### config.mk
export PLATFORM = sky130hd
export DESIGN_NAME = adc_range_alarm_registers
export DESIGN_NICKNAME = d
export VERILOG_FILES = /design/src/ara_pkg.sv /design/src/ara_cmp_if.sv /design/src/adc_range_alarm_registers.sv /design/src/ara_alarm_cmp.sv
export VERILOG_INCLUDE_DIRS = /design/src /design/src/src
export SDC_FILE = /design/constraint.sdc
export NUM_CORES = 1
export LEC_CHECK = 0
export BUFFER_PORTS_ARGS = -buffer_cell sky130_fd_sc_hd__buf_2
export CAP_MARGIN = 30
export CELL_PAD_IN_SITES_DETAIL_PLACEMENT = 1
export CELL_PAD_IN_SITES_GLOBAL_PLACEMENT = 1
export CORE_MARGIN = 2
export CORE_UTILIZATION = 40
export CTS_CLUSTER_DIAMETER = 30
export DETAILED_ROUTE_END_ITERATION = 10
export PLACE_DENSITY = 0.85
export SYNTH_ARGS = -nofsm -noshare
export SYNTH_HDL_FRONTEND = slang
export SYNTH_SLANG_ARGS = --single-unit
### constraint.sdc
create_clock -name mclk -period 5.2 [get_ports mclk]
set_input_delay 1.04 -clock mclk [delete_from_list [all_inputs] [get_ports mclk]]
set_output_delay 1.04 -clock mclk [all_outputs]
set_load 0.03 [all_outputs]
### src/ara_map.svh
// register offsets, field positions and reset values of the range and alarm bank
`ifndef ARA_MAP_SVH
`define ARA_MAP_SVH
`define ARA_OFS_OUT_CTL      8'h10
`define ARA_OFS_SPAN         8'h14
`define ARA_OFS_ALARM        8'h20
`define ARA_OFS_HI_LIMIT     8'h24
`define ARA_OFS_LO_LIMIT     8'h28
`define ARA_OFS_IRQ_STAT     8'h40
`define ARA_OFS_IRQ_MASK     8'h44
`define ARA_BIT_SPAN_INCL    8
`define ARA_BIT_REF_OFF      6
`define ARA_BIT_SUP_LO_LIVE  15
`define ARA_BIT_SUP_HI_LIVE  14
`define ARA_BIT_IN_LO_LIVE   11
`define ARA_BIT_IN_HI_LIVE   10
`define ARA_BIT_SUP_LO_TRIP  7
`define ARA_BIT_SUP_HI_TRIP  6
`define ARA_BIT_IN_LO_TRIP   5
`define ARA_BIT_IN_HI_TRIP   4
`define ARA_BIT_ANY_TRIP     0
`define ARA_RST_SPAN         4'h0
`define ARA_RST_HYST         6'h00
`define ARA_RST_SUP_LIMIT    8'h00
`define ARA_RST_UPPER        16'hffff
`define ARA_RST_LOWER        16'h0000
`endif

### src/ara_pkg.sv
// types shared by the range and alarm bank
package ara_pkg;
   // input span codes; 4'h9 is undefined and must not be programmed
   typedef enum logic [3:0] {
      ARA_SE_3P0 = 4'h0, ARA_SE_2P5 = 4'h1, ARA_SE_1P5 = 4'h2, ARA_SE_1P25 = 4'h3,
      ARA_SE_0P625 = 4'h4, ARA_SE_0P75 = 4'h5, ARA_DI_3P0 = 4'h6, ARA_DI_2P5 = 4'h7,
      ARA_UNI_3P0 = 4'h8, ARA_UNI_1P5 = 4'ha, ARA_UNI_1P25 = 4'hb,
      ARA_DI_1P5 = 4'hc, ARA_DI_1P25 = 4'hd, ARA_DI_0P75 = 4'he, ARA_DI_0P625 = 4'hf
   } ara_span_t;
   // event order inside the interrupt status and mask registers
   typedef enum logic [1:0] {
      ARA_EV_IN_HI = 2'h0, ARA_EV_IN_LO = 2'h1, ARA_EV_SUP_HI = 2'h2, ARA_EV_SUP_LO = 2'h3
   } ara_event_t;
endpackage
### src/ara_cmp_if.sv
// link between the register bank and the input alarm comparator
`timescale 1ns/1ns
interface ara_cmp_if;
   logic [15:0] result;     // conversion result
   logic        res_valid;  // one-cycle result strobe
   logic [15:0] upper;      // high input threshold
   logic [15:0] lower;      // low input threshold
   logic [7:0]  hyst;       // hysteresis amount
   logic        in_hi;      // live high input alarm
   logic        in_lo;      // live low input alarm
   modport regs (output result, res_valid, upper, lower, hyst, input in_hi, in_lo);
   modport cmp  (input result, res_valid, upper, lower, hyst, output in_hi, in_lo);
endinterface

### src/adc_range_alarm_registers.sv
// range select, alarm flag and alarm threshold register bank
`timescale 1ns/1ns
`include "ara_map.svh"
module adc_range_alarm_registers #(
   parameter int ADDR_W = 8           // byte address width
) (
   input  wire logic              mclk,
   input  wire logic              rst,
   input  wire logic [ADDR_W-1:0] addr,
   input  wire logic [31:0]       wdata,
   input  wire logic              wr,
   input  wire logic              rd,
   output logic [31:0]            rdata,
   input  wire logic [15:0]       result,
   input  wire logic              result_valid,
   input  wire logic              supply_low_det,
   input  wire logic              supply_high_det,
   output logic                   onchip_ref_off,
   output logic [3:0]             span_code,
   output logic [7:0]             supply_high_limit,
   output logic                   frame_valid,
   output logic [19:0]            frame_data,
   output logic                   span_in_output_frame,
   output logic                   irq
);
   // refuse an address bus too narrow to reach the interrupt registers
   if (ADDR_W < 7) begin : g_chk
      $error("ADDR_W must be at least 7");
   end

   ara_cmp_if cif ();                      // to the comparator

   // software-visible state and the live-flag history
   ara_pkg::ara_span_t span_q;             // input span code
   logic               ref_off_q;          // reference disable
   logic               span_incl_q;        // append span to frames
   logic [5:0]         hyst_q;             // significant hysteresis bits
   logic [7:0]         sup_limit_q;        // supply high limit select
   logic [15:0]        upper_q;            // high input threshold
   logic [15:0]        lower_q;            // low input threshold
   logic [3:0]         trip_q;             // tripped flags, event order
   logic [3:0]         live_prev_q;        // live flags one cycle ago
   logic [3:0]         stat_q;             // interrupt status
   logic [3:0]         mask_q;             // interrupt mask
   logic               sup_lo_q;           // registered supply low
   logic               sup_hi_q;           // registered supply high
   // output flops
   logic [31:0]        rdata_q;
   logic               frame_valid_q;
   logic [19:0]        frame_data_q;
   logic               irq_q;

   // decode
   logic [3:0]         live;               // live flags, event order
   logic               wr_span;
   logic               wr_ctl;
   logic               wr_hi;
   logic               wr_lo;
   logic               wr_stat;
   logic               wr_mask;
   logic               rd_alarm;
   logic [31:0]        alarm_word;         // assembled alarm register
   logic [31:0]        rd_word;            // mux output

   // full byte address must match, so a stray low address bit is unmapped
   function automatic logic hit(input logic [ADDR_W-1:0] a, input logic [7:0] ofs);
      hit = (a == ADDR_W'(ofs));
   endfunction

   assign wr_span  = wr && hit(addr, `ARA_OFS_SPAN);
   assign wr_ctl   = wr && hit(addr, `ARA_OFS_OUT_CTL);
   assign wr_hi    = wr && hit(addr, `ARA_OFS_HI_LIMIT);
   assign wr_lo    = wr && hit(addr, `ARA_OFS_LO_LIMIT);
   assign wr_stat  = wr && hit(addr, `ARA_OFS_IRQ_STAT);
   assign wr_mask  = wr && hit(addr, `ARA_OFS_IRQ_MASK);
   // a write to the alarm offset decodes to nothing at all
   assign rd_alarm = rd && hit(addr, `ARA_OFS_ALARM);

   assign live = {sup_lo_q, sup_hi_q, cif.in_lo, cif.in_hi};

   // comparator feed; hysteresis carries two forced zero lsbs
   assign cif.result    = result;
   assign cif.res_valid = result_valid;
   assign cif.upper     = upper_q;
   assign cif.lower     = lower_q;
   assign cif.hyst      = {hyst_q, 2'b00};

   ara_alarm_cmp u_cmp (
      .mclk (mclk),
      .rst  (rst),
      .cif  (cif)
   );

   // span register: reference disable and span code
   always_ff @(posedge mclk or posedge rst) begin
      if (rst) begin
         ref_off_q <= 1'b0;
         span_q    <= ara_pkg::ara_span_t'(`ARA_RST_SPAN);
      end else if (wr_span) begin
         ref_off_q <= wdata[`ARA_BIT_REF_OFF];
         // all sixteen codes are stored; the analog side decodes them
         span_q    <= ara_pkg::ara_span_t'(wdata[3:0]);
      end
   end

   // output control: only the span-include bit lives here
   always_ff @(posedge mclk or posedge rst) begin
      if (rst) begin
         span_incl_q <= 1'b0;
      end else if (wr_ctl) begin
         span_incl_q <= wdata[`ARA_BIT_SPAN_INCL];
      end
   end

   // high limit word; hysteresis lsbs are dropped, not stored
   always_ff @(posedge mclk or posedge rst) begin
      if (rst) begin
         hyst_q      <= `ARA_RST_HYST;
         sup_limit_q <= `ARA_RST_SUP_LIMIT;
         upper_q     <= `ARA_RST_UPPER;
      end else if (wr_hi) begin
         hyst_q      <= wdata[31:26];
         sup_limit_q <= wdata[23:16];
         upper_q     <= wdata[15:0];
      end
   end

   // low input threshold
   always_ff @(posedge mclk or posedge rst) begin
      if (rst) begin
         lower_q <= `ARA_RST_LOWER;
      end else if (wr_lo) begin
         lower_q <= wdata[15:0];
      end
   end

   // supply detectors arrive synchronous; one flop aligns them with the read path
   always_ff @(posedge mclk or posedge rst) begin
      if (rst) begin
         sup_lo_q <= 1'b0;
         sup_hi_q <= 1'b0;
      end else begin
         sup_lo_q <= supply_low_det;
         sup_hi_q <= supply_high_det;
      end
   end

   // tripped flags: a live condition sets them, a read clears the ones now quiet;
   // set wins, so an alarm present during the read survives it
   always_ff @(posedge mclk or posedge rst) begin
      if (rst) begin
         trip_q <= 4'h0;
      end else if (rd_alarm) begin
         trip_q <= live;
      end else begin
         trip_q <= trip_q | live;
      end
   end

   // interrupt events are fresh rising edges of the live flags
   always_ff @(posedge mclk or posedge rst) begin
      if (rst) begin
         live_prev_q <= 4'h0;
      end else begin
         live_prev_q <= live;
      end
   end

   // interrupt status, write one to clear, new event beats the clear
   always_ff @(posedge mclk or posedge rst) begin
      if (rst) begin
         stat_q <= 4'h0;
      end else begin
         stat_q <= (stat_q & ~(wr_stat ? wdata[3:0] : 4'h0)) | (live & ~live_prev_q);
      end
   end

   // interrupt mask
   always_ff @(posedge mclk or posedge rst) begin
      if (rst) begin
         mask_q <= 4'h0;
      end else if (wr_mask) begin
         mask_q <= wdata[3:0];
      end
   end

   // level interrupt, one cycle behind the status it reflects
   always_ff @(posedge mclk or posedge rst) begin
      if (rst) begin
         irq_q <= 1'b0;
      end else begin
         irq_q <= |(stat_q & mask_q);
      end
   end

   // alarm word: reserved bits tied low
   always_comb begin
      alarm_word = 32'h0000_0000;
      alarm_word[`ARA_BIT_SUP_LO_LIVE] = sup_lo_q;
      alarm_word[`ARA_BIT_SUP_HI_LIVE] = sup_hi_q;
      alarm_word[`ARA_BIT_IN_LO_LIVE]  = cif.in_lo;
      alarm_word[`ARA_BIT_IN_HI_LIVE]  = cif.in_hi;
      alarm_word[`ARA_BIT_SUP_LO_TRIP] = trip_q[ara_pkg::ARA_EV_SUP_LO];
      alarm_word[`ARA_BIT_SUP_HI_TRIP] = trip_q[ara_pkg::ARA_EV_SUP_HI];
      alarm_word[`ARA_BIT_IN_LO_TRIP]  = trip_q[ara_pkg::ARA_EV_IN_LO];
      alarm_word[`ARA_BIT_IN_HI_TRIP]  = trip_q[ara_pkg::ARA_EV_IN_HI];
      alarm_word[`ARA_BIT_ANY_TRIP]    = |trip_q;
   end

   // read mux; unmapped offsets read zero
   always_comb begin
      rd_word = 32'h0000_0000;
      if (hit(addr, `ARA_OFS_SPAN)) begin
         rd_word = {25'h0000000, ref_off_q, 2'b00, span_q};
      end else if (hit(addr, `ARA_OFS_OUT_CTL)) begin
         rd_word = {23'h000000, span_incl_q, 8'h00};
      end else if (hit(addr, `ARA_OFS_ALARM)) begin
         rd_word = alarm_word;
      end else if (hit(addr, `ARA_OFS_HI_LIMIT)) begin
         rd_word = {hyst_q, 2'b00, sup_limit_q, upper_q};
      end else if (hit(addr, `ARA_OFS_LO_LIMIT)) begin
         rd_word = {16'h0000, lower_q};
      end else if (hit(addr, `ARA_OFS_IRQ_STAT)) begin
         rd_word = {28'h0000000, stat_q};
      end else if (hit(addr, `ARA_OFS_IRQ_MASK)) begin
         rd_word = {28'h0000000, mask_q};
      end
   end

   // read data stand only in the cycle after the strobe, zero otherwise
   always_ff @(posedge mclk or posedge rst) begin
      if (rst) begin
         rdata_q <= 32'h0000_0000;
      end else if (rd) begin
         rdata_q <= rd_word;
      end else begin
         rdata_q <= 32'h0000_0000;
      end
   end

   // output frame: result with span in the low nibble when enabled, flagged for every result
   always_ff @(posedge mclk or posedge rst) begin
      if (rst) begin
         frame_valid_q <= 1'b0;
         frame_data_q  <= 20'h00000;
      end else begin
         frame_valid_q <= result_valid;
         if (result_valid) begin
            // span taken at conversion time, so a late write cannot tear the frame
            frame_data_q <= {result, span_incl_q ? span_q : 4'h0};
         end
      end
   end

   assign rdata                = rdata_q;
   assign onchip_ref_off       = ref_off_q;
   assign span_code            = span_q;
   assign supply_high_limit    = sup_limit_q;
   assign span_in_output_frame = span_incl_q;
   assign frame_valid          = frame_valid_q;
   assign frame_data           = frame_data_q;
   assign irq                  = irq_q;
endmodule // adc_range_alarm_registers

### src/ara_alarm_cmp.sv
// input alarm comparator with hysteresis on release
`timescale 1ns/1ns
module ara_alarm_cmp (
   input wire logic mclk,
   input wire logic rst,
   ara_cmp_if.cmp   cif
);
   // 17-bit sums so a threshold near full scale cannot wrap
   logic [16:0] res_plus;  // result plus hysteresis
   logic [16:0] low_plus;  // lower threshold plus hysteresis
   logic        in_hi_q;   // live high flag
   logic        in_lo_q;   // live low flag

   assign res_plus = {1'b0, cif.result} + {9'h000, cif.hyst};
   assign low_plus = {1'b0, cif.lower} + {9'h000, cif.hyst};

   // high alarm: set above threshold, release only below threshold minus hysteresis
   always_ff @(posedge mclk or posedge rst) begin
      if (rst) begin
         in_hi_q <= 1'b0;
      end else if (cif.res_valid) begin
         if (in_hi_q) begin
            in_hi_q <= !(res_plus < {1'b0, cif.upper});
         end else begin
            in_hi_q <= cif.result > cif.upper;
         end
      end
   end

   // low alarm: set below threshold, release only above threshold plus hysteresis
   always_ff @(posedge mclk or posedge rst) begin
      if (rst) begin
         in_lo_q <= 1'b0;
      end else if (cif.res_valid) begin
         if (in_lo_q) begin
            in_lo_q <= !({1'b0, cif.result} > low_plus);
         end else begin
            in_lo_q <= cif.result < cif.lower;
         end
      end
   end

   assign cif.in_hi = in_hi_q;
   assign cif.in_lo = in_lo_q;
endmodule // ara_alarm_cmp

Yosys cells after proc, flatten, opt, wreduce, memory -nomap -nowiden
Cells that the tools add are included.
- eq/ne operators: 7
- divide/modulo/power cells: 0
- add/subtract/negate cells: 2
- shifts and indexed selects: 0
- bitwise logic cells: 7
- reduce and logical (&&, ||, !) cells: 11
- multipliers: 0
- muxes and demuxes: 13
- magnitude comparators: 4
- operator list (kind ; number):
    2-to-1 mux 32 bit ; 5
    adder 16 x 8 -> 17 bit ; 2
    equality test 8 x 6 -> 1 bit (second input constant) ; 3
    2-to-1 mux 4 bit ; 5
    > comparator 16 x 17 -> 1 bit ; 1
    less-than comparator 17 x 16 -> 1 bit ; 1
    equality test 8 x 5 -> 1 bit (second input constant) ; 2
    equality test 8 x 7 -> 1 bit (second input constant) ; 2
    > comparator 16 bit ; 1
    less-than comparator 16 bit ; 1
    2-to-1 mux 16 bit ; 1
    AND 4 bit ; 3
    NOT 4 bit ; 2
    bitwise OR 4 bit ; 2
    OR reduction 4 bit ; 2
    logical AND 1 bit ; 7
    logical NOT 1 bit ; 2
    2-to-1 mux 1 bit ; 2
- bits in latches: 0
- memory bits (writable): 0
- memory bits (read-only): 0
- memories kept: 0
- output and inout bits: 68
- flip-flop bits (word level): 126

Depth between registers and ports, before layout
Gate-level depths: netlist of the first run.
- depth after elaboration: 9
- gate-level depth with buffers: 14

Cells and area by module
A second synthesis of the first run with hierarchy kept.
- cell total of the unflattened synthesis: 711
- area total of the unflattened synthesis: 7562.3 um^2
- modules (own cells, without submodules) (module ; cells an instance ; instances ; area an instance (um^2)):
    adc_range_alarm_registers ; 370 ; 1 ; 4989.8
    ara_alarm_cmp ; 341 ; 1 ; 2572.5

Worst setup path after synthesis of the first run
OpenSTA, ideal clock, no wires.
- path kind: input port to flip-flop
- from: in result[2]
- to: reg u_cmp.in_hi_q (netlist: u_cmp.cif.in_hi)
- setup time: 0.140 ns
- path buffers: 0
- setup slack: 1.626 ns
- data required time: 5.060 ns
- data arrival time: 3.434 ns
- stages on the path: 14
- cell sequence: ha_1 inv_1 fa_1 nor2b_1 o31ai_1 a21oi_1 nor4b_1 xor2_1 ha_1 a211oi_1 o21ai_0 nor3_1 a211o_1 a211oi_1
- word-level cells in the longest chain between the ends: 4
- RTL lines (element ; line ; text):
    start: declaration ; adc_range_alarm_registers.sv:14 ; input wire logic [15:0] result,
    adder 16 x 8 -> 17 bit ; ara_alarm_cmp.sv:14 ; assign res_plus = {1'b0, cif.result} + {9'h000, cif.hyst};
    less-than comparator 17 x 16 -> 1 bit ; ara_alarm_cmp.sv:23 ; in_hi_q <= !(res_plus < {1'b0, cif.upper});
    logical NOT 1 bit ; ara_alarm_cmp.sv:23 ;
    2-to-1 mux 1 bit * ; ara_alarm_cmp.sv:22 ; if (in_hi_q) begin
    end signal: assignment ; ara_alarm_cmp.sv:23 ;
    end signal: assignment ; ara_alarm_cmp.sv:25 ; in_hi_q <= cif.result > cif.upper;
    end: declaration ; ara_alarm_cmp.sv:11 ; logic in_hi_q;
Every way passes the cells marked *; elsewhere a longest branch is shown, timed or not.
A chain may end at the register's enable or synchronous reset.

Worst setup path after layout of the first run
Ends and elaborated chain as after synthesis.

==> results of run 1 <==
cells by family after synthesis:
family	after synthesis	share of synthesized area [%]
buf+inv	69	3.94
simple gates	154	11.4
flops	124	44.5
fa+ha+maj	74	13.4
compound gates	128	11.9
mux	72	12.1
other cells	1	0.0534
xor+xnor	22	2.75
worst paths after layout:
kind	start	cells after the start	to	slack, ns
worst max register to register	hyst_q[0]$_DFFE_PP0P_	14	u_cmp.cif.in_hi$_DFFE_PP0P_	1.62
worst min-delay path	sup_lo_q$_DFF_PP0_	0	live_prev_q[3]$_DFF_PP0_	0.47
worst max-delay path	result[2]	15	u_cmp.cif.in_hi$_DFFE_PP0P_	1.27
min in group asynchronous	rst	2	span_code[3]$_DFFE_PP0P_	0.59
max in group asynchronous	rst	3	frame_data[16]$_DFFE_PP0P_	3.57
worst min register to register	sup_lo_q$_DFF_PP0_	0	live_prev_q[3]$_DFF_PP0_	0.47
flip-flops by register name (all words and copies together) (netlist names):
signal	flops
mask_q	4
span_in_output_frame	1
hyst_q	6
irq	1
cif.upper	16
onchip_ref_off	1
sup_lo_q	1
cif.lower	16
rdata	30
trip_q	4
u_cmp.cif.in_hi	1
sup_hi_q	1
span_code	4
u_cmp.cif.in_lo	1
stat_q	4
frame_data	20
live_prev_q	4
supply_high_limit	8
frame_valid	1
cells in the final DEF, fill, tap and decap left out, types with 12 or more instances in the layout:
master       n
ha_1        72
clkbuf_16   17
buf_2      126
a22oi_1     12
mux2_2      62
nand3_1     14
inv_1       51
o21ai_0     26
nor3_1      13
xnor2_1     15
nand2_1     45
dfrtp_1    108
dfstp_2     16
a21oi_1     34
nor2_1      25
and3_1      17
through the flow:
stage | std cells | instance area (sq um)
2_1_floorplan | 645 | 7020
3_3_place_gp | 984 | 7890
3_5_place_dp | 984 | 7890
4_1_cts | 1016 | 8530
5_1_grt | 1016 | 8530
6_report | 1016 | 8530
final cells by class:
cell class	instances	share of cell area [%]
multi-input combinational	452	42.5
inverter	52	2.32
sequential	124	36.6
clock buffer	17	4.99
timing repair buffer	131	7.83
clock inverter	15	2.48
tap	225	3.30
worst max-delay path, delay by kind of cell:
family / cells / cell delay [ns]
xor gates and xnor gates: 1 / 0.20
AOI/OAI and AO/OA: 7 / 1.37
buffers and inverters: 2 / 0.21
adders and majority gates: 3 / 0.84
and+or+nand+nor: 2 / 0.56
metal layers:
| metal | wire [um] | share of wire, % |
|---|---|---|
| met2 | 10800 | 49 |
| met1 | 9210 | 42 |
| met5 | 12 | 0.055 |
| met4 | 680 | 3.1 |
| met3 | 1180 | 5.4 |
power breakdown:
part / total (uW) / switching (uW) / internal [uW] / leakage [uW]
Sequential: 1070 / 49.1 / 1020 / 0.00157
Clock: 1310 / 502 / 812 / 0.000308
Combinational: 366 / 226 / 140 / 0.00222
==> summary.txt, run 1 <==
Timing
  • Final slew viol count: 0
  • Post-route clock period utilization: 75.5%
  • Setup total negative slack: 0 ns
  • Worst Hold Slack: 0.472 ns
  • Worst rel slew slack: 38.7%
  • Final count of negative-setup-slack endpoints: 0
  • Hold Vio Cnt, Final: 0
  • Fmax: 0.255 GHz
  • Final worst setup slack: 1.27 ns
  • Max Clock Skew: 0.00957 ns
  • Post-layout min period: 3.93 ns
  • Worst Max-Slew Pin Slew: 0.907 ns
  • Setup repair after global routing missed its margin: no

Placement
  • Port bufs: 126
  • GP Congestion: 0.849
  • Estimated wirelength of the detail-placed design: 15.7 mm
  • Dpl ws: 0.855 ns

Yosys
  • Area share of the largest cell type after synthesis: 38.5%
  • Most instantiated cells after synthesis: dfrtp_1, ha_1, mux2_2
  • Mapped Area: 7020 sq um
  • Warnings from Yosys: 0
  • Most used flip-flop cell after synthesis: dfrtp_1
  • Count of different cell masters after synthesis: 56
  • Post-synthesis cell type with the largest combined area: dfrtp_1
  • Count of mapped cells out of synthesis: 644
  • Synth top area cells: dfrtp_1, ha_1, mux2_2
  • Most common cell in the netlist: dfrtp_1
  • Fraction of the yosys area taken by sequential cells: 44.5%
  • Seq cells post-synth: 124
  • Count of flip-flops with a built-in enable after synthesis: 0
  • Mean instance size in the synthesized netlist: 10.9 sq um
  • Share of async-settable or async-resettable flops after synthesis: 100%

Route
  • Post-DR wirelength/cell: 21.6 um
  • Iteration count of the initial detailed-routing pass: 5
  • Number of vias per cell: 5.62
  • Number of vias after detailed routing: 5,708
  • Initial DRC Count: 313
  • Remaining routing DRC violations: 0
  • Final antenna-violating net count: 0
  • Aggregate routed wire length: 21.9 mm

Die
  • Effective utilization at floorplan: 40.7%
  • Die area: 18,600 sq um
  • Die boundary width: 136 um
  • Die span in y: 136 um
  • Num rows: 48
  • Core region area: 17,200 sq um
  • Io pins: 131

Global routing
  • Overall global routing resource usage: 24.4%
  • Number of global-route vias before repair: 6,140
  • GRT overflow: 0
  • GR Util met3: 4.59%
  • Met2 usage in global routing: 40.9%
  • Number of antenna violations at the first check in global routing: 1
  • GR Layer Usage met1: 30.8%
  • Pin count of the biggest net entering global routing: 53
  • Global-route wire length before repair: 34.1 mm
  • Top Usage Layer GRT: met2

Clock tree
  • Clock latency reported for the late side of the worst-skew pair: 0.44 ns
  • H-tree depth reported by CTS: 4
  • CTS clock-pin slew for the worst setup and hold paths: 0.06 ns
  • CTS Sinks: 124
  • CTS Buf Count: 17
  • CTS root buffer: clkbuf_16
  • Number of buffers between clock root and the deepest sink: 2
  • CTS tree: done
  • Post-CTS Setup Inserts: 0
  • Number of instances resized during post-cts repair: 0
  • # hold bufs at CTS: 0

Run
  • Number of max-cap violations: 0

Layout
  • Core occupancy in the finished layout: 49.5%
  • Area occupied by multi-input gates: 3620 sq um
  • Number of fill cells: 1,912
  • Area growth from synthesis to layout: 21.5%
  • Share of layout cells above drive strength 1: 32.4%
  • Area used by sequential logic in the layout: 3120 sq um
  • Final Net Count: 915
  • Number of diodes: 0

Power
  • Power per cell area: 322 nW/um^2
  • Worst-case vdd ir drop: 0.000221 V
  • Static power due to leakage: 0.00409 uW
  • Tot Pwr: 2750 uW

Critical path
  • Critical-path cell with the highest stage delay: fa_1
  • Startpoint class of the critical path: primary input
  • Critical Path Sink Type: flop
  • CP max stage delay: 0.39 ns
  • Biggest fanout along the worst timing path: 5
  • Crit path required time: 5.49 ns
  • Data arrival time of the critical path: 4.22 ns
  • Critical path type: in2reg
  • Cell-by-cell listing of the critical path: buf_2 -> ha_1 -> inv_1 -> fa_1 -> nor2b_1 -> o31ai_1 -> a21oi_1 -> nor4b_1 -> xor2_1 -> ha_1 -> a211oi_1 -> o21ai_0 -> a41oi_1 -> a211o_1 -> a211oi_1

Status
  • Run status: finished, final reports clean

Min path
  • Hold/Removal Path Class: reg2reg
No activity file was read; power rests on OpenSTA's default activity.
==> run 2: changes to the inputs <==
- clock period: 5.2 -> 4.1 ns (I/O delays scaled with it)
==> summary.txt, run 2 (synthesized netlist as in run 1, its figures left out) <==
Status
  • Run status: finished, final reports clean

Die
  • Core region area: 17,200 sq um (unchanged)
  • Effective utilization at floorplan: 40.7% (unchanged)
  • Io pins: 131 (unchanged)
  • Die boundary width: 136 um (unchanged)
  • Die area: 18,600 sq um (unchanged)
  • Num rows: 48 (unchanged)
  • Die span in y: 136 um (unchanged)

Timing
  • Worst Max-Slew Pin Slew: 0.951 ns (+0.0438 ns)
  • Post-layout min period: 3.61 ns
  • Setup repair after global routing missed its margin: no
  • Final worst setup slack: 0.494 ns (-0.778 ns)
  • Fmax: 0.277 GHz
  • Worst rel slew slack: 35.7% (-3.0 points)
  • Hold Vio Cnt, Final: 0 (unchanged)
  • Max Clock Skew: 0.0103 ns (+0.000748 ns)
  • Final slew viol count: 0 (unchanged)
  • Post-route clock period utilization: 87.9%
  • Setup total negative slack: 0 ns (unchanged)
  • Final count of negative-setup-slack endpoints: 0 (unchanged)

Global routing
  • Pin count of the biggest net entering global routing: 70 (+32%)
  • Number of global-route vias before repair: 6,262 (+2.0%)
  • Number of antenna violations at the first check in global routing: 0 (-1)
  • GRT overflow: 0 (unchanged)
  • Global-route wire length before repair: 34.3 mm (+0.73%)
  • Overall global routing resource usage: 24.5% (+0.082 points)

Min path
  • Origin of the worst min-delay path: sup_lo_q$_DFF_PP0_
  • Hold-critical path endpoint: live_prev_q[3]$_DFF_PP0_
  • Worst hold stages: 0 (unchanged)
  • Hold/Removal Path Class: reg2reg

Power
  • Power share of the clock group: 47.7% (-0.2 points)
  • Power per cell area: 406 nW/um^2 (+26%)
  • Combinational power share: 13.4% (about the same)
  • Sequential share of power: 38.9% (about the same)
  • Int Pwr: 2500 uW (+27%)
  • Switching Fraction: 28.0% (-0.28 points)
  • Worst-case vdd ir drop: 0.000318 V (+44%)
  • Static power due to leakage: 0.00411 uW (+0.43%)
  • Switch Pwr: 974 uW (+25%)
  • Tot Pwr: 3470 uW (+27%)

Placement
  • Cell count after placement: 985 (+0.10%)
  • Port bufs: 126 (unchanged)
  • Estimated wirelength of the detail-placed design: 15.6 mm (-0.59%)
  • GP Congestion: 0.867 (+2.2%)
  • Dpl ws: 0.197 ns (-0.658 ns)

Clock tree
  • # hold bufs at CTS: 0 (unchanged)
  • CTS clock-pin slew for the worst setup and hold paths: 0.06 ns (about the same)
  • Number of buffers between clock root and the deepest sink: 2 (unchanged)
  • Post-CTS Setup Inserts: 0 (unchanged)
  • CTS root buffer: clkbuf_16
  • CTS Buf Count: 17 (unchanged)
  • CTS tree: done
  • Number of instances resized during post-cts repair: 0 (unchanged)
  • Clock latency reported for the late side of the worst-skew pair: 0.43 ns (about the same)
  • H-tree depth reported by CTS: 4 (unchanged)
  • CTS Sinks: 124 (unchanged)

Route
  • Met2 Routed Length: 11.0 mm (+1.4%)
  • Initial DRC Count: 315 (+0.64%)
  • Met3 wire length: 1.04 mm (-12%)
  • DRT met1 WL: 9.23 mm (+0.25%)
  • Number of vias per cell: 5.61 (-0.13%)
  • Post-DR wirelength/cell: 21.5 um (about the same)
  • Number of vias after detailed routing: 5,706 (-0.035%)
  • Iteration count of the initial detailed-routing pass: 4 (-1)
  • Uppermost signal routing layer after detailed routing: met4
  • Remaining routing DRC violations: 0 (unchanged)
  • Final antenna-violating net count: 0 (unchanged)
  • Aggregate routed wire length: 21.9 mm (about the same)

Layout
  • Flip-flop count of the largest register, all copies and words added: 30 (unchanged)
  • Number of fill cells: 1,942 (+1.6%)
  • Most common cell after layout, fill and taps aside: buf_2
  • Number of diodes: 0 (unchanged)
  • Share of layout cells above drive strength 1: 32.4% (+0.085 points)
  • Area growth from synthesis to layout: 21.8%
  • Final Net Count: 916 (+0.11%)
  • Leading cell types in the layout, fill and taps excluded: buf_2, dfrtp_1, ha_1, mux2_2, inv_1
  • Non-filler cells in the finished layout: 1,017 (+0.098%)

Critical path
  • Crit path required time: 4.39 ns (-1.10 ns)
  • Worst Reg2Reg Path Length in Cells: 14 (unchanged)
  • Data arrival time of the critical path: 3.90 ns (-0.32 ns)
  • Biggest fanout along the worst timing path: 5 (unchanged)
  • Critical Path Sink Type: flop
  • FF-to-FF Start: hyst_q[0]$_DFFE_PP0P_
  • Startpoint class of the critical path: primary input
  • Critical path type: in2reg
  • Worst setup slack for register-to-register paths: 0.60 ns (-1.02 ns)
  • Reg-to-reg endpoint: u_cmp.cif.in_hi$_DFFE_PP0P_
  • Origin of the worst setup path: result[2]

Run
  • Number of max-cap violations: 0 (unchanged)
[run 2: layout make-up]
type	count	area [sq um]	area share [%]
tap	225	282	3.29
clock buffer	17	425	4.98
timing repair buffer	132	688	8.05
inverter	52	198	2.31
sequential	124	3120	36.5
multi-input combinational	452	3620	42.4
clock inverter	15	210	2.46
[run 2: worst max-delay path by stage]
stage / depth (start not counted) / to
6_report: 15 / u_cmp.cif.in_hi$_DFFE_PP0P_
5_1_grt: 15 / u_cmp.cif.in_hi$_DFFE_PP0P_
4_1_cts: 15 / u_cmp.cif.in_hi$_DFFE_PP0P_
3_5_place_dp: 15 / u_cmp.cif.in_hi$_DFFE_PP0P_
3_3_place_gp: 15 / u_cmp.cif.in_hi$_DFFE_PP0P_
2_1_floorplan: 1 / cif.lower[0]$_DFFE_PP0P_
[run 2: power groups by stage]
stage / Clock, uW / Combinational [uW] / Sequential [uW]
2_1_floorplan: 0 / 247 / 1400
3_3_place_gp: 0 / 433 / 1370
3_5_place_dp: 0 / 456 / 1370
4_1_cts: 1680 / 469 / 1350
5_1_grt: 1730 / 517 / 1360
6_report: 1660 / 466 / 1350
[run 2: metrics by stage]
| step | hold slack (ns) | area [sq um] | util (%) |
|---|---|---|---|
| after floorplan | 0.397 | 7020 | - |
| after global placement | 0.462 | 7910 | 45.9 |
| after detailed placement | 0.465 | 7910 | 45.9 |
| after CTS | 0.478 | 8550 | 49.6 |
| after global routing | 0.489 | 8550 | 49.6 |
| final | 0.469 | 8550 | 49.6 |
[run 2: per-layer routing]
layer  vias up  track usage (%)
met4         0             9.84
li1       2610                -
met2       168             41.8
met5         -                0
met1      2880             30.0
met3        48             5.26
[run 2: critical path, cell delays in order]
cell	delay (ns)
buf_2	0.15
ha_1	0.19
inv_1	0.06
fa_1	0.39
nor2b_1	0.18
o31ai_1	0.14
a21oi_1	0.22
nor4b_1	0.35
xor2_1	0.20
ha_1	0.26
a211oi_1	0.29
o21ai_0	0.20
nor3_1	0.22
a211o_1	0.16
a211oi_1	0.06
==> run 3: changes to the inputs <==
- ABC_AREA: default -> 1
- CORE_UTILIZATION: 40 -> 25
- PLACE_DENSITY: 0.85 -> 0.64
==> summary.txt, run 3 <==
Yosys
  • Synth Area in XOR/XNOR: 2.70% (-0.044 points)
  • Most used flip-flop cell after synthesis: dfrtp_1
  • Arithmetic-cell share of the synthesized area counting full adders, half adders and majority gates: 13.2% (-0.22 points)
  • Synth Area in Simple Gates: 16.7% (+5.4 points)
  • Warnings from Yosys: 0 (unchanged)
  • Largest family of logic cells by synthesized area: simple AND/OR/NAND/NOR gates
  • Mux contribution to synthesized area: 2.37% (-9.7 points)
  • Post-synthesis cell type with the largest combined area: dfrtp_1
  • Synth top area cells: dfrtp_1, ha_1, nand2_1
  • Count of different cell masters after synthesis: 36 (-36%)
  • Seq cells post-synth: 124 (unchanged)
  • Most instantiated cells after synthesis: nand2_1, inv_1, dfrtp_1
  • Share of the synthesized area in compound gates (AO/OA/AOI/OAI): 13.0% (+1.1 points)
  • Fraction of the yosys area taken by sequential cells: 43.8% (-0.72 points)
  • Most common cell in the netlist: nand2_1
  • Mean instance size in the synthesized netlist: 8.38 sq um (-23%)
  • Share of async-settable or async-resettable flops after synthesis: 100% (unchanged)
  • Count of mapped cells out of synthesis: 851 (+32%)
  • Mapped Area: 7130 sq um (+1.6%)
  • Count of flip-flops with a built-in enable after synthesis: 0 (unchanged)
  • Area share of the largest cell type after synthesis: 37.9% (-0.62 points)

Route
  • Number of vias per cell: 4.50 (-20%)
  • Remaining routing DRC violations: 0 (unchanged)
  • Aggregate routed wire length: 22.7 mm (+3.6%)
  • Post-DR wirelength/cell: 16.5 um (-23%)
  • Number of vias after detailed routing: 6,184 (+8.4%)
  • Final antenna-violating net count: 0 (unchanged)
  • Initial DRC Count: 345 (+9.5%)
  • Iteration count of the initial detailed-routing pass: 4 (unchanged)

Layout
  • Number of diodes: 0 (unchanged)
  • Core occupancy in the finished layout: 31.7% (-18 points)
  • Flip-flop count of the largest register, all copies and words added: 30 (unchanged)
  • Share of layout cells above drive strength 1: 19.8% (-13 points)
  • Leading cell types in the layout, fill and taps excluded: nand2_1, inv_1, buf_2, dfrtp_1, o21ai_0
  • Most common cell after layout, fill and taps aside: nand2_1
  • Number of fill cells: 3,415 (+76%)
  • Area growth from synthesis to layout: 24.2%
  • Final instance area: 8860 sq um (+3.6%)
  • Final Net Count: 1,120 (+22%)

Critical path
  • Critical-path cell with the highest stage delay: fa_1
  • Startpoint class of the critical path: primary input
  • Critical Path Sink Type: flop
  • Crit path required time: 4.44 ns (+0.05 ns)
  • Biggest fanout along the worst timing path: 5 (unchanged)
  • Data arrival time of the critical path: 3.52 ns (-0.38 ns)
  • Critical path buffer and inverter count: 4 (+2)
  • CP max stage delay: 0.41 ns (+0.02 ns)
  • Critical path type: in2reg
  • Cell-by-cell listing of the critical path: buf_2 -> ha_1 -> inv_1 -> fa_1 -> o21ai_0 -> nand2_1 -> o21ai_0 -> inv_1 -> nor2_1 -> nor2_1 -> ha_1 -> inv_1 -> o31a_1 -> nand2_1 -> nand2_1 -> nand2_1 -> nand2_1 -> a21oi_1
  • Library cell appearing most often on the critical path: nand2_1
  • Kind of cell with the highest combined delay on the critical path: compound AO/OA/AOI/OAI gates

Timing
  • Hold Vio Cnt, Final: 0 (unchanged)
  • Setup repair after global routing missed its margin: no
  • Max Clock Skew: 0.0106 ns (+0.000268 ns)
  • Final count of negative-setup-slack endpoints: 0 (unchanged)
  • Fmax: 0.315 GHz (+13%)
  • Post-route clock period utilization: 77.5% (-10 points)
  • Setup total negative slack: 0 ns (unchanged)
  • Worst Hold Slack: 0.375 ns (-0.0940 ns)
  • Worst Max-Slew Pin Slew: 0.781 ns (-0.170 ns)
  • Final slew viol count: 0 (unchanged)
  • Worst rel slew slack: 47.9% (+12 points)
  • Post-layout min period: 3.18 ns (-0.427 ns)

Clock tree
  • # hold bufs at CTS: 0 (unchanged)
  • H-tree depth reported by CTS: 4 (unchanged)
  • CTS Buf Count: 17 (unchanged)
  • CTS root buffer: clkbuf_16
  • CTS Sinks: 124 (unchanged)
  • CTS tree: done
  • Clock latency reported for the late side of the worst-skew pair: 0.42 ns (about the same)
  • CTS clock-pin slew for the worst setup and hold paths: 0.06 ns (about the same)
  • Number of buffers between clock root and the deepest sink: 2 (unchanged)
  • Number of instances resized during post-cts repair: 0 (unchanged)
  • Post-CTS Setup Inserts: 0 (unchanged)

Placement
  • Estimated wirelength of the detail-placed design: 17.7 mm (+13%)
  • Port bufs: 126 (unchanged)
  • GP Congestion: 0.816 (-5.9%)
  • Area post-placement: 8200 sq um (+3.6%)

Global routing
  • Number of global-route vias before repair: 6,515 (+4.0%)
  • Pin count of the biggest net entering global routing: 60 (-14%)
  • Global-route wire length before repair: 36.3 mm (+5.7%)
  • GRT overflow: 0 (unchanged)
  • Overall global routing resource usage: 15.6% (-8.9 points)
  • Number of antenna violations at the first check in global routing: 0 (unchanged)

Die
  • Die span in y: 173 um (+27%)
  • Die boundary width: 173 um (+27%)
  • Core region area: 27,900 sq um (+62%)
  • Io pins: 131 (unchanged)
  • Die area: 29,900 sq um (+61%)
  • Effective utilization at floorplan: 25.5% (-15 points)
  • Num rows: 61 (+27%)

Power
  • Worst-case vdd ir drop: 0.000238 V (-25%)
  • Tot Pwr: 3480 uW (about the same)
  • Power per cell area: 393 nW/um^2 (-3.4%)
  • Static power due to leakage: 0.00448 uW (+8.9%)

Run
  • Number of max-cap violations: 0 (unchanged)

Status
  • Run status: finished, final reports clean

Min path
  • Hold/Removal Path Class: reg2reg
-- run 3: cell count changes after synthesis, sizes merged, moves of 26 or more --
cell / change
o21ai: +70
mux2: -59
nand2: +155
nor2: +26
inv: +76
-- run 3: logic make-up after synthesis --
logic type | Yosys count
buf+inv | 149
fa+ha+maj | 74
flops | 124
mux | 13
simple gates | 294
other cells | 1
xor+xnor | 22
compound gates | 174
-- run 3: worst reg2reg max path, cell delays in order, from the launching register on --
cell and delay, ns:
dfrtp_1 0.47, ha_1 0.27, fa_1 0.43, a21oi_1 0.43
nor3_1 0.11, xor2_1 0.17, ha_1 0.31, a21oi_1 0.15
nor2_1 0.05, nor3b_1 0.25, nand2_1 0.11, nand2_1 0.07
nand2_1 0.05, nand2_1 0.05, nand2_1 0.04, a21oi_1 0.11
-- run 3: layout make-up --
class	count	area [sq um]	share of cell area [%]
Tap cell	378	473	5.34
Clock inverter	12	185	2.09
Sequential cell	124	3120	35.3
Clock buffer	20	457	5.16
Multi-Input combinational cell	579	3430	38.7
Timing Repair Buffer	132	701	7.91
Inverter	129	488	5.51
-- run 3: worst paths after layout --
path	startpoint	endpoint	slack (ns)	cells past startpoint
worst max-delay path	result[2]	u_cmp.cif.in_hi$_DFFE_PP0P_	0.92	18
worst min-delay path	sup_hi_q$_DFF_PP0_	live_prev_q[2]$_DFF_PP0_	0.38	0
worst max register to register	hyst_q[0]$_DFFE_PP0P_	u_cmp.cif.in_lo$_DFFE_PP0P_	0.94	15
worst min register to register	sup_hi_q$_DFF_PP0_	live_prev_q[2]$_DFF_PP0_	0.38	0
max in group asynchronous	rst	cif.upper[13]$_DFFE_PP1P_	2.69	3
min in group asynchronous	rst	rdata[4]$_DFF_PP0_	0.55	2
-- run 3: metal layers --
| layer | track usage [%] | routed length (um) | vias to the layer above |
|---|---|---|---|
| met5 | 0 | 0 | - |
| met1 | 21.3 | 11000 | 3001 |
| met2 | 25.7 | 10700 | 120 |
| li1 | - | - | 3042 |
| met3 | 2.84 | 794 | 21 |
| met4 | 3.50 | 263 | 0 |
-- run 3: stage by stage --
stage,worst slack [ns],cells
final,0.921,1374
after global routing,0.617,1374
after CTS,0.916,1373
after detailed placement,0.478,1341
after global placement,0.513,1341
after floorplan,0.00725,852
-- run 3: where the power goes --
part           internal (uW)  switching [uW]
Sequential              1290            49.1
Combinational            169             317
Clock                   1060             597
Total                   2510             963
